File: src/mac_serial_map.svh
// Offsets, field positions, reset values and timing counts of the serial ports.
// Assumes byte addresses on an 8-bit register port, one word per register.
`ifndef MAC_SERIAL_MAP_SVH
`define MAC_SERIAL_MAP_SVH
`define OFS_BUS_CFG_TWO   8'h00
`define OFS_MODE_REG      8'h04
`define OFS_BUS_CFG_18    8'h08
`define OFS_TEST_CTL_REG  8'h0c
`define OFS_STATUS_REG    8'h10
`define BIT_IO_AW24       0
`define BIT_EXT_DET_SEL   3
`define POS_PORT_SEL      7
`define BIT_TEST_SHADOW1  2
`define BIT_CORE_TEST     4
`define RST_BUS_CFG_TWO   32'h0000_0000
`define RST_MODE_REG      32'h0000_0000
`define RST_BUS_CFG_18    32'h0000_0000
`define RST_TEST_CTL_REG  32'h0000_0000
`define CLK_PERIOD_NS     100
`define REF_CLK_MHZ       20
`define BIT_TIME_NS       (2000 / `REF_CLK_MHZ)
`define BIT_CYCLES        ((`BIT_TIME_NS + `CLK_PERIOD_NS - 1) / `CLK_PERIOD_NS)
`define DELIM_HALF_NS     400
`define DELIM_HALF_BITS   (`DELIM_HALF_NS / `BIT_TIME_NS)
`define GP_SERIAL_PORT_OE_PATTERN   8'hc0
`endif

File: src/mac_serial_pkg.sv
// Types shared by the serial-side port logic.
// Assumes mac_serial_map.svh supplies all numbers.
package mac_serial_pkg;
    typedef enum logic [1:0] {
        PSEL_AUI  = 2'b00,
        PSEL_TP   = 2'b01,
        PSEL_GP_SERIAL_PORT = 2'b10,
        PSEL_RSVD = 2'b11
    } port_sel_t;
    typedef enum logic [1:0] {
        RX_IDLE  = 2'b00,
        RX_PRE   = 2'b01,
        RX_FRAME = 2'b10
    } rx_state_t;
endpackage

File: src/mac_serial_ports.sv
// Serial-side ports of a 10 Mbit/s MAC: external address detect port and
// general purpose serial port, with their pin sharing and control registers.
// Assumes clk at 10 MHz (one bit time), a decoder on the same clock giving one
// strobe per bit, and a MAC core that supplies the full transmit bit stream.
// Function
// Address detect port works only when select bit 3 of bus config two is set.
// Frame reject is internal reject OR the low-active external reject input.
// Delimiter rises on start-of-frame delimiter; data output then carries the frame.
// Delimiter stays high four bit times (400 ns) after second SFD one.
// Delimiter then toggles every 400 ns; each rise marks a byte's first bit.
// Delimiter stays low while a frame is being transmitted.
// Decoded NRZ data appears on receive data output with its bit clock.
// Twisted pair: outputs move only on receive; AUI: on transmit and receive.
// Serial port chosen by port select, enabled by test shadow bit or core test.
// Host limits slave decode to 24 address bits before serial test mode; the code ignores aw24 and compares all 32 bits outside serial mode.
// In serial mode the upper 8 address bits always count as matched.
// In serial mode the upper 8 address bits are never driven as master.
// Transmit data output carries preamble, SFD, data and FCS.
// Transmit enable high for every valid bit; partner ignores data otherwise.
// Partner's transmit clock paces transmit; data valid at its rising edges.
// Partner's collision input is the device's collision indication.
// Receive data sampled at receive clock rises only while carrier is high.
// Serial signals share address pins 31 down to 25 in documented order.
// Reject shares IRQ2; delimiter, data, clock share LED_ONE_PIN, LED pre-3, LED_TWO_PIN.
// Bit time is 100 ns, half of the 20 MHz reference.
// Delimiter held low after reset and while detect port is disabled.
//
// The placing of the registers and strobed register access were decided locally.
`include "mac_serial_map.svh"

module mac_serial_ports
    import mac_serial_pkg::*;
(
    input  wire logic        clk,
    input  wire logic        nrst,
    input  wire logic [7:0]  reg_addr,
    input  wire logic [31:0] reg_wdata,
    input  wire logic        reg_wr,
    input  wire logic        reg_rd,
    output logic      [31:0] reg_rdata,
    input  wire logic        dec_bit,
    input  wire logic        dec_stb,
    input  wire logic        rx_active,
    input  wire logic        tx_active,
    input  wire logic        int_reject,
    input  wire logic        mac_tx_bit,
    input  wire logic        mac_tx_valid,
    output logic             mac_tx_take,
    output logic             frame_reject,
    output logic             coll_ind,
    input  wire logic [31:0] slv_addr,
    input  wire logic [31:0] io_base,
    input  wire logic        slv_valid,
    output logic             io_hit,
    input  wire logic [7:0]  mst_addr_hi,
    input  wire logic        mst_addr_oe,
    input  wire logic [7:0]  addr_pin_in,
    output logic      [7:0]  addr_pin_out,
    output logic      [7:0]  addr_pin_oe,
    input  wire logic        led_one_pin_func,
    input  wire logic        led_two_pin_func,
    input  wire logic        led3_func,
    output logic             led_one_pin,
    output logic             led_two_pin,
    output logic             led_pre_three_pin,
    input  wire logic        irq2_req,
    input  wire logic        irq_two_pin_in,
    output logic             irq_two_pin_out,
    output logic             irq_two_pin_oe
);
    localparam int SYNC_W = 6;
    localparam int BITS_W = 3;

    initial
    begin
        if (`BIT_CYCLES != 1 || `DELIM_HALF_BITS != 4)
            $error("bit timing must be one clock per bit, four bits per half");
    end

    // Control and status registers
    logic [31:0] bus_cfg_two_reg;
    logic [31:0] mode_reg;
    logic [31:0] bus_cfg_eighteen_reg;
    logic [31:0] test_reg;
    logic [31:0] rdata_reg;

    // Two-flop synchronisers plus one history stage for edge finding
    logic [SYNC_W-1:0] sync1_reg;
    logic [SYNC_W-1:0] sync2_reg;
    logic [SYNC_W-1:0] hist_reg;
    wire  [SYNC_W-1:0] pins_async = {irq_two_pin_in, addr_pin_in[5:1]};

    // Receive framing state
    rx_state_t   rx_state_reg;
    rx_state_t   rx_state_next;
    logic        last_bit_reg;
    logic [BITS_W-1:0] bcnt_reg;
    logic        delim_reg;
    logic        delim_next;
    logic        srd_reg;
    logic        rx_bit_clk_reg;
    logic        reject_reg;
    logic        coll_reg;
    logic        io_hit_reg;
    logic        take_reg;
    logic [7:0]  pin_out_reg;
    logic [7:0]  pin_oe_reg;
    logic        led_one_pin_reg;
    logic        led_two_pin_reg;
    logic        led3_reg;
    logic        irq2_reg;
    logic        irq2_oe_reg;
    logic        gp_serial_port_reg;

    // Register write decode and mode selection
    wire wr_bus_cfg_two  = reg_wr && reg_addr == `OFS_BUS_CFG_TWO;
    wire wr_mode  = reg_wr && reg_addr == `OFS_MODE_REG;
    wire wr_bus_cfg_eighteen = reg_wr && reg_addr == `OFS_BUS_CFG_18;
    wire wr_test  = reg_wr && reg_addr == `OFS_TEST_CTL_REG;
    wire ext_addr_detect_port_on  = bus_cfg_two_reg[`BIT_EXT_DET_SEL];
    wire port_sel_t psel = port_sel_t'(mode_reg[`POS_PORT_SEL +: 2]);
    wire test_on  = bus_cfg_eighteen_reg[`BIT_TEST_SHADOW1] | test_reg[`BIT_CORE_TEST];
    wire gp_serial_port_on  = psel == PSEL_GP_SERIAL_PORT && test_on;
    wire aw24     = bus_cfg_two_reg[`BIT_IO_AW24];

    // Synchronised pin views; pin order follows address pins 25..29, then IRQ2
    wire rxd_s    = sync2_reg[0];
    wire rxclk_s  = sync2_reg[1];
    wire crs_s    = sync2_reg[2];
    wire coll_s   = sync2_reg[3];
    wire txclk_s  = sync2_reg[4];
    wire rej_n_s  = sync2_reg[5];
    wire rxclk_up = rxclk_s & ~hist_reg[1];
    wire txclk_dn = ~txclk_s & hist_reg[4];

    // Unified bit source: serial port pins or internal decoder
    wire g_stb    = rxclk_up & crs_s;
    wire bit_stb  = gp_serial_port_on ? g_stb : dec_stb;
    wire bit_val  = gp_serial_port_on ? rxd_s : dec_bit;
    wire carrier  = gp_serial_port_on ? crs_s : rx_active;
    wire show_ok  = carrier | (psel == PSEL_AUI & tx_active);
    wire sfd_hit  = rx_state_reg == RX_PRE & bit_stb & bit_val & last_bit_reg;
    wire [BITS_W-1:0] bcnt_inc = bcnt_reg + 3'h1;

    // Address decode, upper byte forced matched in serial mode
    wire lo_match = slv_addr[23:0] == io_base[23:0];
    wire hi_match = slv_addr[31:24] == io_base[31:24];
    wire hit_now  = slv_valid & lo_match & (gp_serial_port_on | hi_match);

    // Read mux
    wire [31:0] status_w = {28'h0, coll_reg, gp_serial_port_on,
                            rx_state_reg == RX_FRAME, reject_reg};
    wire [31:0] rd_mux =
        reg_addr == `OFS_BUS_CFG_TWO  ? bus_cfg_two_reg  :
        reg_addr == `OFS_MODE_REG     ? mode_reg  :
        reg_addr == `OFS_BUS_CFG_18   ? bus_cfg_eighteen_reg :
        reg_addr == `OFS_TEST_CTL_REG ? test_reg  :
        reg_addr == `OFS_STATUS_REG   ? status_w  : 32'h0;

    // Address pins: serial port signals or master address; on entry to serial
    // mode the held bits start at 0 so no stale master address looks like an enable
    wire [7:0] pin_out_next = gp_serial_port_on ?
        {(txclk_dn ? mac_tx_bit : pin_out_reg[7] & gp_serial_port_reg),
         (txclk_dn ? mac_tx_valid : pin_out_reg[6] & gp_serial_port_reg), 6'h0} :
        mst_addr_hi;
    wire [7:0] pin_oe_next = gp_serial_port_on ? `GP_SERIAL_PORT_OE_PATTERN :
        {8{mst_addr_oe}};

    // Receive framing: hunt preamble, find the SFD's second one, track bytes
    always_comb
    begin
        rx_state_next = rx_state_reg;
        case (rx_state_reg)
            RX_IDLE:
                if (carrier && bit_stb && !tx_active)
                    rx_state_next = RX_PRE;
            RX_PRE:
                if (!carrier || tx_active)
                    rx_state_next = RX_IDLE;
                else if (sfd_hit)
                    rx_state_next = RX_FRAME;
            RX_FRAME:
                if (!carrier || tx_active)
                    rx_state_next = RX_IDLE;
            default:
                rx_state_next = RX_IDLE;
        endcase
    end

    // Delimiter: four bits high, four low, rising at each byte start
    always_comb
    begin
        delim_next = delim_reg;
        if (!ext_addr_detect_port_on || tx_active || !carrier)
            delim_next = 1'b0;
        else if (sfd_hit)
            delim_next = 1'b1;
        else if (rx_state_reg == RX_FRAME && bit_stb)
            delim_next = ~bcnt_inc[2];
    end

    // Control registers
    always_ff @(posedge clk or negedge nrst)
    begin
        if (!nrst)
        begin
            bus_cfg_two_reg  <= `RST_BUS_CFG_TWO;
            mode_reg  <= `RST_MODE_REG;
            bus_cfg_eighteen_reg <= `RST_BUS_CFG_18;
            test_reg  <= `RST_TEST_CTL_REG;
            rdata_reg <= 32'h0;
        end
        else
        begin
            if (wr_bus_cfg_two)
                bus_cfg_two_reg <= reg_wdata;
            if (wr_mode)
                mode_reg <= reg_wdata;
            if (wr_bus_cfg_eighteen)
                bus_cfg_eighteen_reg <= reg_wdata;
            if (wr_test)
                test_reg <= reg_wdata;
            rdata_reg <= reg_rd ? rd_mux : 32'h0;
        end
    end

    // Pin synchronisers
    always_ff @(posedge clk or negedge nrst)
    begin
        if (!nrst)
        begin
            sync1_reg <= {SYNC_W{1'b0}};
            sync2_reg <= {SYNC_W{1'b0}};
            hist_reg  <= {SYNC_W{1'b0}};
        end
        else
        begin
            sync1_reg <= pins_async;
            sync2_reg <= sync1_reg;
            hist_reg  <= sync2_reg;
        end
    end

    // Receive state, bit count and detect-port data and clock
    always_ff @(posedge clk or negedge nrst)
    begin
        if (!nrst)
        begin
            rx_state_reg <= RX_IDLE;
            last_bit_reg <= 1'b0;
            bcnt_reg     <= 3'h0;
            delim_reg    <= 1'b0;
            srd_reg      <= 1'b0;
            rx_bit_clk_reg   <= 1'b0;
        end
        else
        begin
            rx_state_reg <= rx_state_next;
            delim_reg    <= delim_next;
            if (bit_stb)
                last_bit_reg <= bit_val;
            if (sfd_hit)
                bcnt_reg <= 3'h0;
            else if (bit_stb)
                bcnt_reg <= bcnt_inc;
            if (bit_stb && show_ok)
                srd_reg <= bit_val;
            rx_bit_clk_reg <= bit_stb && show_ok;
        end
    end

    // Reject, collision, address hit and transmit handshake
    always_ff @(posedge clk or negedge nrst)
    begin
        if (!nrst)
        begin
            reject_reg <= 1'b0;
            coll_reg   <= 1'b0;
            io_hit_reg <= 1'b0;
            take_reg   <= 1'b0;
        end
        else
        begin
            reject_reg <= int_reject | (ext_addr_detect_port_on & ~rej_n_s);
            coll_reg   <= gp_serial_port_on & coll_s;
            io_hit_reg <= hit_now;
            take_reg   <= gp_serial_port_on & txclk_dn;
        end
    end

    // Shared pins: address bits, LEDs and second interrupt
    always_ff @(posedge clk or negedge nrst)
    begin
        if (!nrst)
        begin
            pin_out_reg <= 8'h00;
            pin_oe_reg  <= 8'h00;
            led_one_pin_reg    <= 1'b0;
            led_two_pin_reg    <= 1'b0;
            led3_reg    <= 1'b0;
            irq2_reg    <= 1'b0;
            irq2_oe_reg <= 1'b0;
            gp_serial_port_reg    <= 1'b0;
        end
        else
        begin
            gp_serial_port_reg    <= gp_serial_port_on;
            pin_out_reg <= pin_out_next;
            pin_oe_reg  <= pin_oe_next;
            led_one_pin_reg    <= ext_addr_detect_port_on ? delim_reg : led_one_pin_func;
            led_two_pin_reg    <= ext_addr_detect_port_on ? rx_bit_clk_reg : led_two_pin_func;
            led3_reg    <= ext_addr_detect_port_on ? srd_reg : led3_func;
            irq2_reg    <= irq2_req;
            irq2_oe_reg <= ~ext_addr_detect_port_on;
        end
    end

    assign reg_rdata         = rdata_reg;
    assign mac_tx_take       = take_reg;
    assign frame_reject      = reject_reg;
    assign coll_ind          = coll_reg;
    assign io_hit            = io_hit_reg;
    assign addr_pin_out      = pin_out_reg;
    assign addr_pin_oe       = pin_oe_reg;
    assign led_one_pin       = led_one_pin_reg;
    assign led_two_pin       = led_two_pin_reg;
    assign led_pre_three_pin = led3_reg;
    assign irq_two_pin_out   = irq2_reg;
    assign irq_two_pin_oe    = irq2_oe_reg;

    // Checks on the port behaviour
    ext_addr_detect_port_off_a: assert property (@(posedge clk) disable iff (!nrst)
        !ext_addr_detect_port_on |=> ##1 !delim_reg || $past(ext_addr_detect_port_on))
        else $error("delimiter active with detect port off");
    led_share_a: assert property (@(posedge clk) disable iff (!nrst)
        !ext_addr_detect_port_on |=> led_one_pin == $past(led_one_pin_func))
        else $error("LED_ONE_PIN pin not returned to LED use");
    reject_or_a: assert property (@(posedge clk) disable iff (!nrst)
        ext_addr_detect_port_on && !rej_n_s |=> frame_reject)
        else $error("external reject not merged");
    sfd_delim_a: assert property (@(posedge clk) disable iff (!nrst)
        sfd_hit && ext_addr_detect_port_on && carrier && !tx_active |=> delim_reg)
        else $error("delimiter not raised after SFD");
    delim_tx_a: assert property (@(posedge clk) disable iff (!nrst)
        tx_active |=> !delim_reg)
        else $error("delimiter active during transmit");
    gp_serial_port_oe_a: assert property (@(posedge clk) disable iff (!nrst)
        gp_serial_port_on |=> addr_pin_oe == `GP_SERIAL_PORT_OE_PATTERN)
        else $error("upper address driven in serial mode");
    io_hit_a: assert property (@(posedge clk) disable iff (!nrst)
        gp_serial_port_on && slv_valid && lo_match |=> io_hit)
        else $error("upper byte not treated as matched");
    tx_en_a: assert property (@(posedge clk) disable iff (!nrst)
        gp_serial_port_on && txclk_dn |=> addr_pin_out[6] == $past(mac_tx_valid))
        else $error("transmit enable not following valid bits");
    rx_crs_a: assert property (@(posedge clk) disable iff (!nrst)
        gp_serial_port_on && !crs_s |-> !bit_stb)
        else $error("receive sampled without carrier");
    tp_quiet_a: assert property (@(posedge clk) disable iff (!nrst)
        psel == PSEL_TP && !gp_serial_port_on && !rx_active |=> !rx_bit_clk_reg)
        else $error("bit clock moved outside receive");
endmodule // mac_serial_ports

File: config.mk
export PLATFORM = sky130hd
export DESIGN_NAME = mac_serial_ports
export DESIGN_NICKNAME = d
export VERILOG_FILES = /design/src/mac_serial_pkg.sv /design/src/mac_serial_ports.sv
export VERILOG_INCLUDE_DIRS = /design/src
export SDC_FILE = /design/constraint.sdc
export NUM_CORES = 1
export LEC_CHECK = 0
export BUFFER_PORTS_ARGS = -buffer_cell sky130_fd_sc_hd__buf_2
export CORE_MARGIN = 3
export CORE_UTILIZATION = 45
export DETAILED_ROUTE_END_ITERATION = 16
export PLACE_DENSITY = 0.69
export SYNTH_ARGS = -nofsm -noshare
export SYNTH_HDL_FRONTEND = slang
export SYNTH_SLANG_ARGS = --single-unit
File: constraint.sdc
create_clock -name clk -period 2.1 [get_ports clk]
set_clock_uncertainty 0.1 [all_clocks]
set_input_delay 0.315 -clock clk [delete_from_list [all_inputs] [get_ports clk]]
set_output_delay 0.315 -clock clk [all_outputs]
set_load 0.005 [all_outputs]
; ---- Word-level counts from Yosys, hierarchy flattened
; Index checks and enable logic that the tools add are counted.
[word_totals]
input_bits = 138
output_inout_bits = 57
reg_bits = 212
wordCells = 109
[op_classes]
n_eq_ne = 12
bitwise_logic = 23
addsub = 1
mux = 26
reduce_logical = 21
[op_table]
columns = operator, n
row1 = $mux 32, 5
row2 = $eq 24x24->1, 1
row3 = $eq 8x4->1 const B, 2
row4 = $mux 8, 2
row5 = $and 1x1->1, 14
row6 = $mux 1, 11
row7 = $logic_and 1x1->1, 9
row8 = $eq 8x3->1 const B, 1
row9 = $eq 8x5->1 const B, 1
row10 = $eq 8x8->1, 1
row11 = $logic_not 8->1, 1
row12 = $mux 2, 4
row13 = $mux 3, 2
row14 = $pmux 2 s3, 1
row15 = $not 1->1, 5
row16 = $eq 2x2->1 const B, 2
row17 = $logic_not 2->1, 2
row18 = $mux 4, 1
row19 = $or 1x1->1, 4
row20 = $add 3x1->3 const B, 1
row21 = $logic_not 1->1, 3
row22 = $logic_or 1x1->1, 3
row23 = $ne 3x2->1 const B, 1
row24 = $reduce_and 3->1, 1
row25 = other kinds (5), 5

; ---- Longest topological paths before layout
[logic_depth]
ltp_word = 10
depth_mapped = 6
mapped_depth_nobuf = 5

; ---- Worst setup path before layout
; No wires, ideal clock.
[synth_timing]
path_kind = input-to-reg
start = input port reg_addr[1]
end = register test_reg[10]
path_slack_ps = -16
path_stages = 6
required_time_ps = 1875
setup_time_ps = 125
path_buffers = 1
arrival_ps = 1891
path_cell_list = or4_4 -> nor3_4 -> and2_4 -> nand3_4 -> buf_6 -> mux2_4
[synth_via]
elab_chain_cells = 2
[synth_rtl]
columns = element, line
row1 = from (decl), mac_serial_ports.sv:36  ; input wire logic [7:0] reg_addr,
row2 = $eq 8x4->1 (no source line), --
row3 = $logic_and 1x1->1 (no source line), --
row4 = to (signal assigned), mac_serial_ports.sv:210  ; test_reg <= `RST_TEST_CTL_REG;
row5 = to (signal assigned), mac_serial_ports.sv:222  ; test_reg <= reg_wdata;
row6 = to (decl), mac_serial_ports.sv:84  ; logic [31:0] test_reg;
; Every way passes these cells.
; A chain may end at the register's enable or synchronous reset.

; ---- Worst setup path after layout
[layout_timing]
start = register mode_reg[7]
end = register delim_reg
[layout_via]
elab_chain_cells = 8
elab_cells_between_ends = 14
classes_between = eq/ne (1) / mux (5) / bitwise (3) / reduce/logical (5)
[layout_rtl]
columns = element, line
row1 = from (decl), mac_serial_ports.sv:82  ; logic [31:0] mode_reg;
row2 = from (signal assigned), mac_serial_ports.sv:208  ; mode_reg <= `RST_MODE_REG;
row3 = from (signal assigned), mac_serial_ports.sv:218  ; mode_reg <= reg_wdata;
row4 = $eq 2x2->1 (*), mac_serial_ports.sv:123  ; wire gp_serial_port_on = psel == PSEL_GP_SERIAL_PORT && test_on;
row5 = $logic_and 1x1->1 (*), mac_serial_ports.sv:123
row6 = $mux 1, mac_serial_ports.sv:138  ; wire bit_stb = gp_serial_port_on ? g_stb : dec_stb;
row7 = $and 1x1->1 (3 in a row), mac_serial_ports.sv:142  ; wire sfd_hit = rx_state_reg == RX_PRE & bit_stb & bit_val & last_bit_reg;
row8 = $mux 1, mac_serial_ports.sv:196  ; else if (sfd_hit)
row9 = $mux 1, mac_serial_ports.sv:194  ; if (!ext_addr_detect_port_on || tx_active || !carrier)
row10 = to (signal assigned), mac_serial_ports.sv:259  ; delim_reg <= delim_next;
row11 = to (decl), mac_serial_ports.sv:98  ; logic delim_reg;
; Every way passes the cells marked *; elsewhere a longest branch is shown, timed or not.

==> impl_metrics.toml <==
[timing]
tightest_slew_ps = 551
setup_violations = 0
period_share = 0.938
fmax_ghz = 0.508
drv_slew = 0
period_minus_slack_ps = 1970
finalHoldViolations = 0
finalHoldWorstSlack_ps = 14.1
relSlewSlack = 0.623
rsz0062_at_grt = "no"

[floorplanning]
die_x_um = 145
chipHeight_um = 145
fp.coreArea_um2 = 18900
num_rows = 50
ioPinCount = 195
die_area_um2 = 21100
start_util = 0.462

[global_routing]
grt_max_degree = 60
grt_pass1_wl_um = 33900
grt-ovfl-total = 0
grt_usage = 0.196
grt_pass1_vias = 6562
antenna_found_initial = 3

[critical_path]
r2r_end = "delim_reg$_DFFE_PN0P_"
cpLargestDelayFamily = "simple AND/OR/NAND/NOR gates"
cp_slowest_stage_delay_ps = 420
critPathArrivalTime_ps = 2250
crit_path_end_kind = "register"
cp.required_ps = 2380
worstSetupPathType = "register to register"
startpoint_type = "register"
cp_num_buf_inv = 1
cp_slowest_cell = "or2_2"
crit_fanout = 7
r2r_start = "mode_reg[7]$_DFFE_PN0P_"
reg2reg_depth = 6
path_cells = "nand2b_1 > or2_2 > o31ai_2 > buf_4 > a22oi_1 > o2111a_1"
reg2reg_slack_ps = 130

[clock_tree]
cts_root_buffer = "clkbuf_16"
cts_buffers = 22
htree_levels = 1
clock_latency_ps = 490
clkTransAtPathRegs_ps = 60
clockBufferDepth = 3
cts_tree = "built"
cts_sinks = 203
cts_setup_buffers = 0

[synth]
netlist_instances = 583
ys_warn_count = 0
synth_nets = 722
syn_area_per_cell_um2 = 15.0
synth.distinct_cells = 46
ys_seq_elements = 203
syn_area_um2 = 8730
ys_seq_area_frac = 0.582

[placement]
placed_cells = 1033
io_buffer_count = 191
gp_congestion = 0.837
dp_hpwl_um = 14400
placed_area_um2 = 10200

[hold_path]
min-delay-start = "slv_addr[7]"
hold_path_class = "input pin to register"
min_to = "io_hit$_DFF_PN0_"
whs_path_depth = 4

[routing]
routed_wl_um = 20700
drtIter0Drc = 316
drc = 0
antenna_left = 0
vias_per_cell = 5.13
wl_per_cell_um = 18.4
first_pass_iters = 4
routed-via-count = 5778

[finish]
drive_above_1_share = 0.424
finalInstanceArea_um2 = 11500
stdcell_count = 1126
nNetsFinal = 991
layout_commonest_cell = "dfrtp_1"
final_cell_mix = "dfrtp_1 (203), buf_2 (190), mux2_1 (56)"
areaGrowthSynthToFinish_pct = 31.8
nFillCells = 1475
multi_input_area_um2 = 3420
seq_area_um2 = 5080

[pwr]
p_leak_uw = 0.00602
powerDensity_nw_per_um2 = 766
peakVddDrop_mv = 0.617

[job]
drv_cap = 0

[outcome]
status = "finished, final reports clean"
[metrics by stage]
step	setup slack, ps	util	setup TNS, ps	power, µW
5_1_grt	33.8	0.609	0	9200
3_5_place_dp	-236	0.541	-15080	4990
2_1_floorplan	-16.0	-	-872	4590
4_1_cts	82.2	0.608	0	8930
6_report	130	0.609	0	8810
3_3_place_gp	-265	0.541	-12030	4940
[logic make-up after synthesis]
| group | synth area share |
|---|---|
| xor gates and xnor gates | 0.0331 |
| and+or+nand+nor | 0.0689 |
| AOI/OAI and AO/OA | 0.0301 |
| adders and majority gates | 0.00143 |
| DFF | 0.582 |
| muxes | 0.254 |
| buffers and inverters | 0.0309 |
[cell usage after synthesis, drive strengths merged]
cell,count,share of area
mux2i,10,0.011
or4,1,0.0013
a211oi,1,0.00086
and3,26,0.019
buf,22,0.023
o32ai,1,0.0010
or3b,1,0.0010
o21bai,1,0.00086
nand3,3,0.0046
nor4,4,0.0029
a2111oi,5,0.0050
o31a,1,0.0010
mux2,132,0.18
a22o,1,0.0010
o22a,6,0.0060
o2111a,2,0.0026
clkbuf,12,0.0052
nand4,5,0.0036
nor3,5,0.0042
nor2,26,0.011
a22oi,1,0.00086
xnor2,21,0.021
dfrtp,203,0.58
o21ai,7,0.0040
and2,10,0.0074
xor2,12,0.012
a21boi,1,0.00086
inv,7,0.0030
nor2b,2,0.0014
nand2,12,0.0054
a21oi,9,0.0052
or2,1,0.00072
mux4,23,0.059
ha,1,0.0014
nand2b,6,0.0043
nand3b,1,0.0023
o31ai,1,0.00086
[what timing repair did]
item / CTS / global route
gates resized for setup: 0 / 2
setup endpoints to repair: 0 / 3
hold endpoints to repair: 181 / 0
hold buffers: 55 / 0
[worst max-delay path by stage]
stage	start	to	cells after the start
after floorplan	reg_addr[1]	test_reg[10]$_DFFE_PN0P_	6
after global placement	reg_addr[1]	reg_rdata[26]$_DFF_PN0_	6
after detailed placement	reg_addr[1]	reg_rdata[26]$_DFF_PN0_	6
after CTS	mode_reg[7]$_DFFE_PN0P_	bcnt_reg[0]$_DFFE_PN0P_	6
after global routing	mode_reg[7]$_DFFE_PN0P_	delim_reg$_DFFE_PN0P_	6
final	mode_reg[7]$_DFFE_PN0P_	delim_reg$_DFFE_PN0P_	6
[tightest hold or removal path, cell delays in order]
cell	delay [ps]
buf_2	80
xnor2_1	50
nand4_1	80
nor4_1	40
[report_power, final]
| group | switching [µW] | leakage, µW | total, µW | internal [µW] |
|---|---|---|---|---|
| clock | 1480 | 0.000354 | 3820 | 2340 |
| combinational | 360 | 0.00294 | 820 | 460 |
| sequential | 93.6 | 0.00273 | 4180 | 4080 |
[metal layers]
layer	vias to the layer above	GRT usage	part of all wire
li1	2623	-	-
met1	2911	0.248	0.40
met2	202	0.346	0.51
met3	38	0.0394	0.061
met4	4	0.0537	0.027
met5	-	0	0.00097
[cell type report]
| type | instances | area share |
|---|---|---|
| Antenna cell | 1 | 0.000217 |
| Clock buffer | 30 | 0.0549 |
| Clock inverter | 7 | 0.00761 |
| Inverter | 7 | 0.00228 |
| Multi-Input combinational cell | 339 | 0.297 |
| Sequential cell | 203 | 0.441 |
| Tap cell | 260 | 0.0283 |
| Timing Repair Buffer | 279 | 0.168 |
Note: power is estimated with default switching activity, not from simulation.
